==> src/psc_pkg.sv <==
// Package: constants and types for the priority mask and stack control block
package psc_pkg;

    // ------------------------------------------------------------
    // Register selectors on the special register move port
    // ------------------------------------------------------------
    localparam logic [1:0] PSC_SEL_THRESH = 2'h1;
    localparam logic [1:0] PSC_SEL_CTRL = 2'h2;

    // ------------------------------------------------------------
    // Field layout
    // ------------------------------------------------------------
    localparam int PSC_PRIO_W = 8;
    localparam int PSC_PRIO_IMPL = 4;
    localparam logic [7:0] PSC_PRIO_MASK = 8'hF0;
    localparam int PSC_CTRL_UNPRIV = 0;
    localparam int PSC_CTRL_STKSEL = 1;
    localparam int PSC_CTRL_FPACT = 2;
    localparam int PSC_EXCNUM_W = 9;
    localparam int PSC_EXCRET_STKSEL = 2;
    localparam int PSC_EXCRET_NOFP = 4;
    localparam int PSC_EXCRET_THREAD = 3;

    // ------------------------------------------------------------
    // Reset values
    // ------------------------------------------------------------
    localparam logic [7:0] PSC_THRESH_RST = 8'h00;
    localparam logic [2:0] PSC_CTRL_RST = 3'h0;

    // ------------------------------------------------------------
    // Data operand sizes
    // ------------------------------------------------------------
    typedef enum logic [2:0] {
        PSC_SZ_BYTE = 3'h0,
        PSC_SZ_HALF = 3'h1,
        PSC_SZ_WORD = 3'h2,
        PSC_SZ_FP32 = 3'h3,
        PSC_SZ_FP64 = 3'h4
    } psc_size_t;

    // ------------------------------------------------------------
    // Mode state
    // ------------------------------------------------------------
    typedef enum logic [1:0] {
        PSC_ST_THREAD = 2'h0,
        PSC_ST_HANDLER = 2'h1
    } psc_mode_t;

endpackage : psc_pkg

==> src/psc_lane_if.sv <==
// Interface: byte lane steering between the control core and the lane unit
`timescale 1ns/10ps
interface psc_lane_if;
    import psc_pkg::*;
    logic [31:0] wdata;
    logic [2:0] size;
    logic [1:0] addr_lo;
    logic [31:0] lane_data;
    logic [3:0] lane_be;
    logic size_ok;
    modport ctl (output wdata, output size, output addr_lo,
                 input lane_data, input lane_be, input size_ok);
    modport lane (input wdata, input size, input addr_lo,
                  output lane_data, output lane_be, output size_ok);
endinterface : psc_lane_if

==> src/psc_core.sv <==
// Priority threshold and thread stack privilege control registers
`timescale 1ns/10ps
// Summary of operation
// RULE_01: Nonzero threshold blocks priorities at or above it
// RULE_02: Threshold in bits 7:0, zero disables
// RULE_03: Unimplemented low threshold bits read zero
// RULE_04: Control bit 2 shows FP context active
// RULE_05: FP context bit decides FP state save
// RULE_06: Control bit 1 selects main or process stack
// RULE_07: Handler mode: stack select reads zero, writes ignored
// RULE_08: Handler mode always uses main stack
// RULE_09: Entry and return update control from return code
// RULE_10: Control bit 0 makes Thread unprivileged
// RULE_11: After reset Thread uses main stack
// RULE_12: Writing stack select 1 in Thread picks process
// RULE_13: After barrier new stack pointer is used
// RULE_14: Every exception but reset enters Handler mode
// RULE_15: Byte, halfword, word, FP32, FP64 operands supported
// RULE_16: Data accesses are little-endian
// RULE_17: Exception number zero means Thread mode
// RULE_18: Both registers reset to zero
module psc_core
    import psc_pkg::*;
(
    // Clock and reset
    input wire logic i_mclk,
    input wire logic i_rst_n,
    // Special register move port
    input wire logic i_sr_wr,
    input wire logic [1:0] i_sr_sel,
    input wire logic [31:0] i_sr_wdata,
    input wire logic [1:0] i_sr_rsel,
    output logic [31:0] o_sr_rdata,
    // Barrier
    input wire logic i_sync_barrier,
    // Exception sequencing
    input wire logic [8:0] i_exc_number,
    input wire logic i_exc_entry,
    input wire logic i_exception_return_code,
    input wire logic [31:0] i_exception_return_code_code,
    input wire logic i_fp_used,
    // Candidate exception
    input wire logic [7:0] i_cand_prio,
    input wire logic i_cand_valid,
    output logic o_cand_allowed,
    output logic o_save_fp_state,
    // Mode and stack status
    output logic o_handler_mode,
    output logic o_use_process_stack,
    output logic o_privileged,
    // Data operand steering
    input wire logic [31:0] i_dat_wdata,
    input wire logic [2:0] i_dat_size,
    input wire logic [1:0] i_dat_addr_lo,
    output logic [31:0] o_dat_lane,
    output logic [3:0] o_dat_be,
    output logic o_dat_size_ok
);

    // ------------------------------------------------------------
    // State
    // ------------------------------------------------------------
    logic [7:0] thresh_ff;
    logic [7:0] nxt_thresh;
    logic [2:0] ctrl_ff;
    logic [2:0] nxt_ctrl;
    logic proc_stack_ff;
    logic nxt_proc_stack;
    psc_mode_t mode_ff;
    psc_mode_t nxt_mode;
    logic [31:0] rdata_ff;
    logic [31:0] nxt_rdata;
    logic [31:0] lane_ff;
    logic [31:0] nxt_lane;
    logic [3:0] be_ff;
    logic [3:0] nxt_be;
    logic size_ok_ff;
    logic nxt_size_ok;
    logic handler_now;
    logic [2:0] ctrl_view;

    psc_lane_if lif ();

    psc_lane u_lane (
        .lif (lif)
    );

    assign lif.wdata = i_dat_wdata;
    assign lif.size = i_dat_size;
    assign lif.addr_lo = i_dat_addr_lo;

    // ------------------------------------------------------------
    // Mode decode
    // ------------------------------------------------------------
    assign handler_now = (i_exc_number != 9'h000); // RULE_17

    // Stack select reads zero in Handler mode
    always_comb
    begin
        ctrl_view = ctrl_ff;
        if (handler_now)
        begin
            ctrl_view[PSC_CTRL_STKSEL] = 1'b0; // RULE_07
        end
    end

    // ------------------------------------------------------------
    // Register updates
    // ------------------------------------------------------------
    always_comb
    begin
        nxt_thresh = thresh_ff;
        nxt_ctrl = ctrl_ff;
        nxt_mode = handler_now ? PSC_ST_HANDLER : PSC_ST_THREAD; // RULE_14
        if (i_sr_wr && (i_sr_sel == PSC_SEL_THRESH))
        begin
            nxt_thresh = i_sr_wdata[7:0] & PSC_PRIO_MASK; // RULE_03
        end
        if (i_sr_wr && (i_sr_sel == PSC_SEL_CTRL))
        begin
            nxt_ctrl[PSC_CTRL_UNPRIV] = i_sr_wdata[PSC_CTRL_UNPRIV]; // RULE_10
            nxt_ctrl[PSC_CTRL_FPACT] = i_sr_wdata[PSC_CTRL_FPACT];
            if (!handler_now)
            begin
                nxt_ctrl[PSC_CTRL_STKSEL] = i_sr_wdata[PSC_CTRL_STKSEL]; // RULE_12
            end
        end
        if (i_fp_used)
        begin
            nxt_ctrl[PSC_CTRL_FPACT] = 1'b1; // RULE_04
        end
        // Hardware sequencing wins over a software write in the same cycle
        if (i_exc_entry)
        begin
            nxt_ctrl[PSC_CTRL_FPACT] = 1'b0; // RULE_09
        end
        else if (i_exception_return_code)
        begin
            nxt_ctrl[PSC_CTRL_STKSEL] = i_exception_return_code_code[PSC_EXCRET_STKSEL]; // RULE_09
            nxt_ctrl[PSC_CTRL_FPACT] = ~i_exception_return_code_code[PSC_EXCRET_NOFP];
        end
    end

    // Stack in use changes only at the barrier or a mode change
    always_comb
    begin
        nxt_proc_stack = proc_stack_ff;
        if (i_exc_entry || handler_now)
        begin
            nxt_proc_stack = 1'b0; // RULE_08
        end
        else if (i_exception_return_code)
        begin
            nxt_proc_stack = i_exception_return_code_code[PSC_EXCRET_STKSEL] &
                             i_exception_return_code_code[PSC_EXCRET_THREAD];
        end
        else if (i_sync_barrier)
        begin
            nxt_proc_stack = ctrl_ff[PSC_CTRL_STKSEL]; // RULE_13
        end
    end

    // ------------------------------------------------------------
    // Read path and data lanes, registered
    // ------------------------------------------------------------
    always_comb
    begin
        nxt_rdata = 32'h0;
        unique case (i_sr_rsel)
            PSC_SEL_THRESH: nxt_rdata = {24'h0, thresh_ff}; // RULE_02
            PSC_SEL_CTRL: nxt_rdata = {29'h0, ctrl_view}; // RULE_04
            default: nxt_rdata = 32'h0;
        endcase
        nxt_lane = lif.lane_data; // RULE_16
        nxt_be = lif.lane_be;
        nxt_size_ok = lif.size_ok; // RULE_15
    end

    always_ff @(posedge i_mclk)
    begin
        if (!i_rst_n)
        begin
            thresh_ff <= PSC_THRESH_RST; // RULE_18
            ctrl_ff <= PSC_CTRL_RST; // RULE_11
            proc_stack_ff <= 1'b0;
            mode_ff <= PSC_ST_THREAD;
            rdata_ff <= 32'h0;
            lane_ff <= 32'h0;
            be_ff <= 4'h0;
            size_ok_ff <= 1'b0;
        end
        else
        begin
            thresh_ff <= nxt_thresh;
            ctrl_ff <= nxt_ctrl;
            proc_stack_ff <= nxt_proc_stack;
            mode_ff <= nxt_mode;
            rdata_ff <= nxt_rdata;
            lane_ff <= nxt_lane;
            be_ff <= nxt_be;
            size_ok_ff <= nxt_size_ok;
        end
    end

    // ------------------------------------------------------------
    // Outputs
    // ------------------------------------------------------------
    // Zero threshold never masks; otherwise equal or lower urgency is refused
    assign o_cand_allowed = i_cand_valid &&
                            ((thresh_ff == PSC_THRESH_RST) ||
                             (i_cand_prio < thresh_ff)); // RULE_01
    assign o_save_fp_state = i_exc_entry & ctrl_ff[PSC_CTRL_FPACT]; // RULE_05
    assign o_handler_mode = (mode_ff == PSC_ST_HANDLER);
    assign o_use_process_stack = proc_stack_ff; // RULE_06
    assign o_privileged = o_handler_mode | ~ctrl_ff[PSC_CTRL_UNPRIV]; // RULE_10
    assign o_sr_rdata = rdata_ff;
    assign o_dat_lane = lane_ff;
    assign o_dat_be = be_ff;
    assign o_dat_size_ok = size_ok_ff;
endmodule : psc_core

==> src/psc_lane.sv <==
// Little-endian byte lane placement for data operands
`timescale 1ns/10ps
module psc_lane
    import psc_pkg::*;
(
    psc_lane_if.lane lif
);

    // ------------------------------------------------------------
    // Lane steering; byte 0 at the lowest address
    // ------------------------------------------------------------
    always_comb
    begin
        lif.lane_data = 32'h0;
        lif.lane_be = 4'h0;
        lif.size_ok = 1'b1;
        unique case (lif.size)
            PSC_SZ_BYTE:
            begin
                lif.lane_data = {4{lif.wdata[7:0]}}; // RULE_16
                lif.lane_be = 4'h1 << lif.addr_lo; // RULE_16
            end
            PSC_SZ_HALF:
            begin
                lif.lane_data = {2{lif.wdata[15:0]}};
                lif.lane_be = lif.addr_lo[1] ? 4'hC : 4'h3; // RULE_16
                lif.size_ok = ~lif.addr_lo[0];
            end
            PSC_SZ_WORD, PSC_SZ_FP32, PSC_SZ_FP64:
            begin
                // Word, FP32 and FP64 all use the four lanes as one word and need a word address
                lif.lane_data = lif.wdata;
                lif.lane_be = 4'hF;
                lif.size_ok = (lif.addr_lo == 2'h0);
            end
            default:
            begin
                lif.size_ok = 1'b0; // RULE_15
            end
        endcase
    end

endmodule : psc_lane

==> config.mk <==
export PLATFORM = sky130hd
export DESIGN_NAME = psc_core
export DESIGN_NICKNAME = d
export VERILOG_FILES = /design/src/psc_pkg.sv /design/src/psc_lane_if.sv /design/src/psc_core.sv /design/src/psc_lane.sv
export SDC_FILE = /design/constraint.sdc
export NUM_CORES = 1
export LEC_CHECK = 0
export BUFFER_PORTS_ARGS = -buffer_cell sky130_fd_sc_hd__buf_2
export CORE_UTILIZATION = 40
export DETAILED_ROUTE_END_ITERATION = 16
export GPL_TIMING_DRIVEN = 0
export PLACE_DENSITY = 0.87
export REMOVE_ABC_BUFFERS = 1
export SLEW_MARGIN = 10
export SYNTH_ARGS = -nofsm -noshare
export SYNTH_HDL_FRONTEND = slang
export SYNTH_SLANG_ARGS = --single-unit
==> constraint.sdc <==
create_clock -name i_mclk -period 1.8 [get_ports i_mclk]
set_input_delay 0.36 -clock i_mclk [delete_from_list [all_inputs] [get_ports i_mclk]]
set_output_delay 0.36 -clock i_mclk [all_outputs]
set_load 0.01 [all_outputs]
# --- After elaboration in Yosys (flattened, before gate mapping) ---
# Index checks and enable logic that the tools add are counted.
# W data, S select, Z words.
totals:
  reg_bits: 79
  input_bits: 130
  out_inout_bits: 74
  wordCells: 56
classes:
  n_lt_le_gt_ge: 1
  eq_ne: 9
  n_shift: 1
  mux: 14
  bitwise: 7
  reduce_logical: 14
ops:
  columns: ["op", "n"]
  rows:
  - ["$pmux W32 S3", 1]
  - ["$pmux W8 S2", 1]
  - ["$pmux W4 S3", 1]
  - ["$reduce_bool A9 Y1", 1]
  - ["$logic_not A8 Y1", 1]
  - ["$lt A8 B8 Y1", 1]
  - ["$mux W1", 7]
  - ["$eq A2 B1 Y1 const B", 3]
  - ["$eq A3 B2 Y1 const B", 2]
  - ["$eq A2 B2 Y1 const B", 2]
  - ["$mux W4", 1]
  - ["$not A1 Y1", 4]
  - ["$reduce_or A2 Y1", 2]
  - ["$shl A1 B2 Y4 const A", 1]
  - ["$eq A3 B1 Y1 const B", 1]
  - ["$eq A3 B3 Y1 const B", 1]
  - ["$logic_and A1 B1 Y1", 3]
  - ["$logic_not A3 Y1", 1]
  - ["$mux W3", 1]
  - ["$pmux W1 S3", 1]
  - ["$reduce_bool A3 Y1", 1]
  - ["$reduce_or A3 Y1", 1]
  - ["$and A1 B1 Y1", 2]
  - ["$logic_not A2 Y1", 1]
  - ["other kinds (4)", 5]

# --- Depth between registers and ports, before layout ---
# Gate-level depths: netlist (run 1).
depth:
  depth_word: 6
  ltp_mapped: 6
  depth_no_buf: 6

# --- Modules after synthesis ---
# From an unflattened synthesis (run 1), not the netlist that was laid out.
unflattened:
  cells_unflattened: 308
  area_unflattened_um2: 2668.8
by_module_without_submodules:
  columns: ["mod", "n_inst", "cells_each", "area_per_inst_um2", "seq_area_each_um2"]
  rows:
  - ["psc_core", 1, 181, 1935.6, 1061.0]
  - ["psc_lane", 1, 127, 733.2, 0.0]

# --- Least setup slack after synthesis (run 1) ---
# Ideal clock, no wire load.
synth_timing:
  path_type: "flip-flop to output port"
  startpoint: "register thresh_ff[5]"
  endpoint: "output o_cand_allowed"
  arrival_time_ps: 1128
  required_time_ps: 1440
  slack_ps: 312
  path_stages_with_launch: 6
  path_buffers: 0
  cell_sequence: "dfxtp_1 inv_1 ha_1 a21o_1 a21oi_1 o211a_1"
synth_via:
  elab_chain_len: 3
  elab_cells_between_ends: 4
  cone_classes: "order compare (1); reduce/logical (3)"
synth_lines:
  columns: ["item", "line_no", "rtl"]
  rows:
  - ["start: declaration", "psc_core.sv:63", "logic [7:0] thresh_ff;"]
  - ["start signal: assignment", "psc_core.sv:194", "thresh_ff <= nxt_thresh;"]
  - ["$lt A8 B8 Y1 or $logic_not A8 Y1 (tied branches)", "psc_core.sv:211, psc_core.sv:210", null]
  - ["$logic_or A1 B1 Y1 (*)", "psc_core.sv:210", "((thresh_ff == PSC_THRESH_RST) ||"]
  - ["$logic_and A1 B1 Y1 (*)", "psc_core.sv:209", "assign o_cand_allowed = i_cand_valid &&"]
  - ["end: declaration", "psc_core.sv:45", "output logic o_cand_allowed,"]
# Mark *: on every way between the ends. The rest lies on a longest branch, timed or not.

# --- Worst setup path in the final report (run 1) ---
# Same ends and word-level chain as after synthesis.

==> results of run 1 <==
power breakdown:
part           total, uW  leakage (uW)  internal [uW]  switching [uW]
combinational        449       0.00122            198             251
sequential          1240      0.000436           1220            18.4
clock                700     0.0000447            282             418
total               2390       0.00170           1700             687
layout by cell type, fill, tap and decap left out, drive strengths merged:
cell	n
buf	121
or2	1
nand3	1
o21ai	12
ha	5
nor4	1
nand2b	5
o22ai	8
a21o	1
nor2b	14
nor3	3
dfxtp	53
o21a	4
o211a	1
mux2i	32
a21oi	23
inv	8
and2	21
clkinvlp	1
nand3b	2
nand4b	1
conb	25
clkinv	1
nor2	25
o41ai	2
a21boi	1
a31oi	1
clkbuf	5
and3	12
or3	1
a221oi	1
nand2	20
cells by family (layout without fill, tap and decap cells):
group | after synthesis | in the layout
and+or+nand+nor | 107 | 107
DFF | 53 | 53
adders and majority gates | 5 | 5
buffers and inverters | 46 | 136
AOI/OAI and AO/OA | 54 | 54
muxes | 32 | 32
other | 1 | 25
Yosys cell counts (all sizes together), types with 2 or more instances:
cell type / number
dfxtp: 53
buf: 34
mux2i: 32
nor2: 25
a21oi: 23
and2: 21
nand2: 20
nor2b: 14
and3: 12
o21ai: 12
o22ai: 8
inv: 7
clkbuf: 5
ha: 5
nand2b: 5
o21a: 4
nor3: 3
nand3b: 2
o41ai: 2
metal layers:
| layer | global-route usage | routed length, um | vias to the layer above |
|---|---|---|---|
| met5 | 0 | 0 | - |
| met4 | 0.0345 | 12 | 0 |
| met3 | 0.0398 | 356 | 2 |
| met2 | 0.336 | 3380 | 92 |
| met1 | 0.216 | 2750 | 1102 |
| li1 | - | - | 1187 |
stage by stage:
step                cell area, um^2  hold WS [ns]
floorplan                      2450         0.422
global placement               3150         0.434
detailed placement             3150         0.445
CTS                            3270         0.227
global route                   3290         0.251
finish                         3290         0.238
critical path: stages (launching register included):
cell	delay [ns]
dfxtp_2	0.35
inv_2	0.04
ha_4	0.19
a21o_1	0.17
a21oi_2	0.15
o211a_1	0.14
buf_2	0.12
flip-flops by register name (all words and copies together), names as in the netlist:
name,count
o_dat_lane,32
o_sr_rdata,7
o_dat_be,4
thresh_ff,4
ctrl_ff,3
mode_ff,1
o_dat_size_ok,1
o_use_process_stack,1
worst max path at each step:
stage                     cells past startpoint                 startpoint                   endpoint  slack (ns)
after global placement                        5              i_dat_size[1]  o_dat_lane[28]$_SDFF_PN0_        0.02
after global routing                          5  thresh_ff[4]$_SDFFE_PN0P_             o_cand_allowed       -0.11
after floorplan                               5  thresh_ff[5]$_SDFFE_PN0P_             o_cand_allowed        0.31
after detailed placement                      5              i_dat_size[1]  o_dat_lane[26]$_SDFF_PN0_       -0.02
after CTS                                     6  thresh_ff[5]$_SDFFE_PN0P_             o_cand_allowed       -0.03
final                                         6  thresh_ff[5]$_SDFFE_PN0P_             o_cand_allowed       -0.04
cell type report:
class	instances	area (um^2)
inverter	7	26.3
clock inverter	3	25.0
tap	77	96.3
timing repair buffer	121	608
fill	584	3060
clock buffer	5	68.8
sequential	53	1070
multi-input combinational	223	1390
timing repair:
action	4_1_cts	5_1_grt
pin swaps	4	3
resized for setup	6	3
hold endpoints to repair	0	0
buffers inserted	1	0
setup endpoints to repair	1	1
==> results_dict.tcl, run 1 <==
set metrics [dict create \
    status "finished with violations" \
    violations "negative setup slack" \
    cts.path.max_buffers 2 \
    synth_compound_area_frac 0.119 \
    synth_top_cell_by_area "dfxtp_1" \
    cts_tree "built" \
    r2r_cells 4 \
    n_antenna_cell 0 \
    yosys.area.top_type_share 0.403 \
    setup_viol 1 \
    dp_slack_ns -0.0164 \
    wl_mm 6.49 \
    yosys_warnings 0 \
    yosys_most_used_dff "dfxtp_1" \
    antenna_found_initial 0 \
    ant_nets 0 \
    p_per_area_nw_per_um2 728 \
    synth_cell_types 37 \
    vias 2383 \
    ios 204 \
    finalHoldViolations 0 \
    min_from "i_exception_return_code_code[4]" \
    crit_path_end_kind "primary output" \
    post-route-util 0.517 \
    finalCritPeriodShare 1.02 \
    synthXorXnorAreaFrac 0 \
    p_leak_uw 0.00170 \
    h-tree-depth 2 \
    finalPower_uw 2390 \
    dieArea_um2 6920 \
    cap_violations 0 \
    gp_congestion 0.786 \
    syn_inst 298 \
    fin_nets 546 \
    ys_top_cells_by_area "dfxtp_1 (40%), mux2i_1 (12%), buf_4 (7.7%), and2_1 (4.7%), a21oi_1 (4.4%)" \
    hold-path-endpoint "ctrl_ff[2]$_SDFFE_PP0P_" \
    ys_ff_latch 53 \
    synth_area_um2 2640 \
    path_clk_slew_ns 0.11 \
    grtUsageTotal 0.182 \
    fin_crit_ns 1.84 \
    report.final.slew_viol_count 0 \
    drive_gt1_frac 0.347 \
    viasPerCell 4.87 \
    cts_sinks 53 \
    synthArstFlopShare 0 \
    clk_latency_ns 0.31 \
    rows 29 \
    ys_seq_area_frac 0.403 \
    grt_pass1_wl_mm 10.3 \
    cts_buffers 5 \
    hold_depth 2 \
    drtIter0Drc 76 \
    critPathRequiredTime_ns 1.44 \
    r2r-end "o_use_process_stack$_SDFFE_PP0P_" \
    final_cells 489 \
    post-route-drc-count 0 \
    core_um2 6350 \
    peakVddDrop_mv 0.327 \
    yosys.area_share.adder 0.0237 \
    synth_top_family_by_area "simple AND/OR/NAND/NOR gates" \
    die_h_um 83.2 \
    rsz0062_at_grt "true" \
    start_util 0.415 \
    grt_pass1_vias 2274 \
    hp-class "input pin to flip-flop" \
    synth.area.mux_share 0.122 \
    syn_area_per_cell_um2 8.84 \
    r2r_setup_slack_ns 0.99 \
    critPathLaunchType "flip-flop" \
    reg2reg_from "ctrl_ff[1]$_SDFF_PN0_" \
    gr-total-overflow 0 \
    timing.fmax_ghz 0.544 \
    tightest_slew_ns 0.717 \
    placed_cells 480 \
    arrival_ns 1.48 \
    path_max_fanout 2 \
    timing_worst_setup_path_type "flip-flop to primary output" \
    die_w_um 83.2 \
    wire_per_inst_um 13.3 \
    tns_ns -0.0367 \
    holdBufCountCts 0 \
    clock_skew_ns 0.00474 \
    finalWorstSetupSlack_ns -0.0367 \
    drt-pass1-iter-count 4 \
    grt_max_degree 44 \
    root_buffer "clkbuf_8" \
    portBuffers 120 \
    synthSimpleGateAreaFrac 0.217 \
    dp_hpwl_mm 4.68 \
    areaGrowthSynthToFinish_pct 24.7 \
    slew_headroom 0.522 \
    synth_edf_count 0 \
]
Note: power is estimated with default switching activity, not from simulation.
==> run 2, diff against run 1 <==
Settings changed: CTS_BUF_LIST from default to sky130_fd_sc_hd__clkbuf_8 sky130_fd_sc_hd__clkbuf_16, PLACE_DENSITY 0.87 to 0.86, SYNTH_HIERARCHICAL from default to 1.
==> run 2 against run 1 <==
  * The run still ends with negative setup slack left
  * Cell area is 0.91% higher
  * Setup slack improved by 0.036 ns
  * Clock-buffer cell count unchanged
==> results_dict.tcl, run 2 <==
set metrics [dict create \
    multiInputGateArea_um2 1420 \
    yosys-top-cells-count "dfxtp_1 (53), and2_1 (49), a21oi_1 (29)" \
    post-route-util 0.519 \
    place_area_um2 3160 \
    ios 204 \
    synthArstFlopShare 0 \
    r2r_setup_slack_ns 1.00 \
    hp-class "input pin to flip-flop" \
    ys_top_cells_by_area "dfxtp_1 (40%), and2_1 (11%), buf_4 (7.6%), nor2b_1 (5.6%), a21oi_1 (5.4%)" \
    rows 29 \
    holdBufCountCts 0 \
    fin_crit_ns 1.80 \
    yosys_most_used_dff "dfxtp_1" \
    finalPower_uw 2470 \
    gp_congestion 0.766 \
    synthSimpleGateAreaFrac 0.262 \
    drtIter0Drc 87 \
    tightest_slew_ns 0.892 \
    root_buffer "clkbuf_8" \
    clock_skew_ns 0.00160 \
    synth_cell_types 37 \
    cp_slowest_stage_delay_ns 0.38 \
    rsz0062_at_grt "true" \
    post-route-drc-count 0 \
    hold_depth 2 \
    die_w_um 83.7 \
    core_um2 6390 \
    drt-pass1-iter-count 4 \
    cts_sinks 53 \
    syn_area_per_cell_um2 8.66 \
    synth_edf_count 0 \
    critPathLaunchType "flip-flop" \
    wl_mm 6.27 \
    wire_per_inst_um 12.7 \
    peakVddDrop_mv 0.480 \
    setup_viol 1 \
    synth_top_family_by_area "simple AND/OR/NAND/NOR gates" \
    timing_worst_setup_path_type "flip-flop to primary output" \
    reg2reg_from "ctrl_ff[1]$_SDFF_PN0_" \
    final_common_cell "buf_2" \
    ant_nets 0 \
    die_h_um 83.7 \
    n_antenna_cell 0 \
    min_from "i_exception_return_code_code[4]" \
    mostFrequentLayoutCells "buf_2 (120), dfxtp_1 (50), and2_1 (49), a21oi_1 (28), conb_1 (25)" \
    finalHoldViolations 0 \
    syn_inst 308 \
    timing.fmax_ghz 0.555 \
    drive_gt1_frac 0.354 \
    ys_ff_latch 53 \
    areaGrowthSynthToFinish_pct 24.2 \
    violations "negative setup slack" \
    r2r_cells 4 \
    slew_headroom 0.404 \
    portBuffers 120 \
    viasPerCell 4.89 \
    antenna_found_initial 0 \
    start_util 0.418 \
    cts_buffers 5 \
    report.final.slew_viol_count 0 \
    arrival_ns 1.44 \
    grt_max_degree 51 \
    regArea_um2 1070 \
    critPathRequiredTime_ns 1.44 \
    yosys.area_share.adder 0.0234 \
    largest_reg_flops 32 \
    synth_area_um2 2670 \
    p_per_area_nw_per_um2 746 \
    critPathSlowestCell "dfxtp_4" \
    status "finished with violations" \
    crit_chain "inv_1, ha_1, o41ai_2, o211a_1, buf_2" \
    final_area_um2 3320 \
    synth.area.mux_share 0.0263 \
    clk_latency_ns 0.30 \
    hold-path-endpoint "ctrl_ff[2]$_SDFFE_PP0P_" \
    cp_num_buf_inv 2 \
    finalCritPeriodShare 1.00 \
    ys_seq_area_frac 0.398 \
    p_leak_uw 0.00164 \
    synth_top_cell_by_area "dfxtp_1" \
    path_clk_slew_ns 0.09 \
    vias 2420 \
    grt_pass1_vias 2285 \
    path_max_fanout 5 \
    synth_compound_area_frac 0.171 \
    dieArea_um2 7000 \
    yosys.area.top_type_share 0.398 \
    grtUsageTotal 0.178 \
    h-tree-depth 2 \
    fin_nets 553 \
    crit_path_end_kind "primary output" \
    yosys_warnings 6 \
    cap_violations 0 \
    gr-total-overflow 0 \
    finalWorstSetupSlack_ns -0.00120 \
    r2r-end "o_use_process_stack$_SDFFE_PP0P_" \
    cp_top_family "flip-flops" \
    dp_hpwl_mm 4.57 \
    cts_tree "built" \
    cts.path.max_buffers 2 \
    fill_cells 612 \
    synthXorXnorAreaFrac 0 \
    grt_pass1_wl_mm 10.1 \
    yosysMostFrequentCell "dfxtp_1" \
]
[run 2: cell count changes in the layout (fill, tap and decap cells not counted), sizes merged, moves of 6 or more]
| cell | change |
|---|---|
| a21oi | +6 |
| a22oi | +8 |
| and2 | +29 |
| and3 | -8 |
| mux2i | -25 |
| nor2 | -18 |
| nor2b | +10 |
| o21ai | +16 |
| o22ai | -8 |
[run 2: worst max path at each step]
| stage | start | slack (ns) | cells past startpoint | endpoint |
|---|---|---|---|---|
| 2_1_floorplan | i_dat_size[1] | 0.22 | 4 | o_dat_lane[0]$_SDFF_PN0_ |
| 3_3_place_gp | i_dat_size[1] | -0.60 | 5 | o_dat_lane[7]$_SDFF_PN0_ |
| 3_5_place_dp | i_dat_size[1] | -0.64 | 5 | o_dat_lane[3]$_SDFF_PN0_ |
| 4_1_cts | thresh_ff[5]$_SDFFE_PN0P_ | -0.03 | 6 | o_cand_allowed |
| 5_1_grt | thresh_ff[5]$_SDFFE_PN0P_ | -0.1 | 6 | o_cand_allowed |
| 6_report | thresh_ff[7]$_SDFFE_PN0P_ | -0.001 | 5 | o_cand_allowed |
[run 2: cell type report]
cell class | count | area share
sequential | 53 | 0.322
tap | 77 | 0.0291
clock inverter | 2 | 0.0106
timing repair buffer | 121 | 0.183
multi-input combinational | 231 | 0.428
clock buffer | 5 | 0.0208
inverter | 6 | 0.00679
[run 2: cells by family (layout without fill, tap and decap cells)]
group | count (synthesis) | after routing
simple gates | 118 | 118
compound gates | 76 | 76
flops | 53 | 53
buf+inv | 48 | 134
mux | 7 | 7
fa+ha+maj | 5 | 5
other cells | 1 | 25
[run 2: through the flow]
| stage | hold slack, ns | setup TNS [ns] | worst slack, ns | cells |
|---|---|---|---|---|
| 2_1_floorplan | 0.423 | 0 | 0.215 | 290 |
| 3_3_place_gp | 0.444 | -12.86 | -0.602 | 487 |
| 3_5_place_dp | 0.446 | -14.32 | -0.637 | 487 |
| 4_1_cts | 0.252 | -0.0340 | -0.0340 | 495 |
| 5_1_grt | 0.247 | -0.0969 | -0.0969 | 495 |
| 6_report | 0.263 | -0.00120 | -0.00120 | 495 |
[run 2: what timing repair did]
item / 4_1_cts / 5_1_grt
pin swaps: 4 / 3
gates resized for setup: 6 / 6
setup endpoints to repair: 25 / 9
gates cloned: 0 / 0
setup buffers: 1 / 0
[run 2: metal layers]
layer / track usage / part of all wire / vias up
met4: 0.0416 / 0.0057 / 0
met3: 0.0534 / 0.089 / 4
met5: 0 / 0 / -
met1: 0.203 / 0.41 / 1101
li1: - / - / 1194
met2: 0.323 / 0.50 / 121
[run 2: worst register-to-register path: stages, from the launching register on]
cell and delay (ns):
dfxtp_1 0.33, mux2i_1 0.13, nor2_1 0.05, a31oi_1 0.13
nor3_1 0.06
[run 2: report_power, final]
group	total, uW	switching (uW)	leakage, uW	internal, uW
sequential	1240	17.8	0.000437	1230
clock	774	369	0.0000540	405
combinational	456	251	0.00115	205
total	2470	638	0.00164	1840
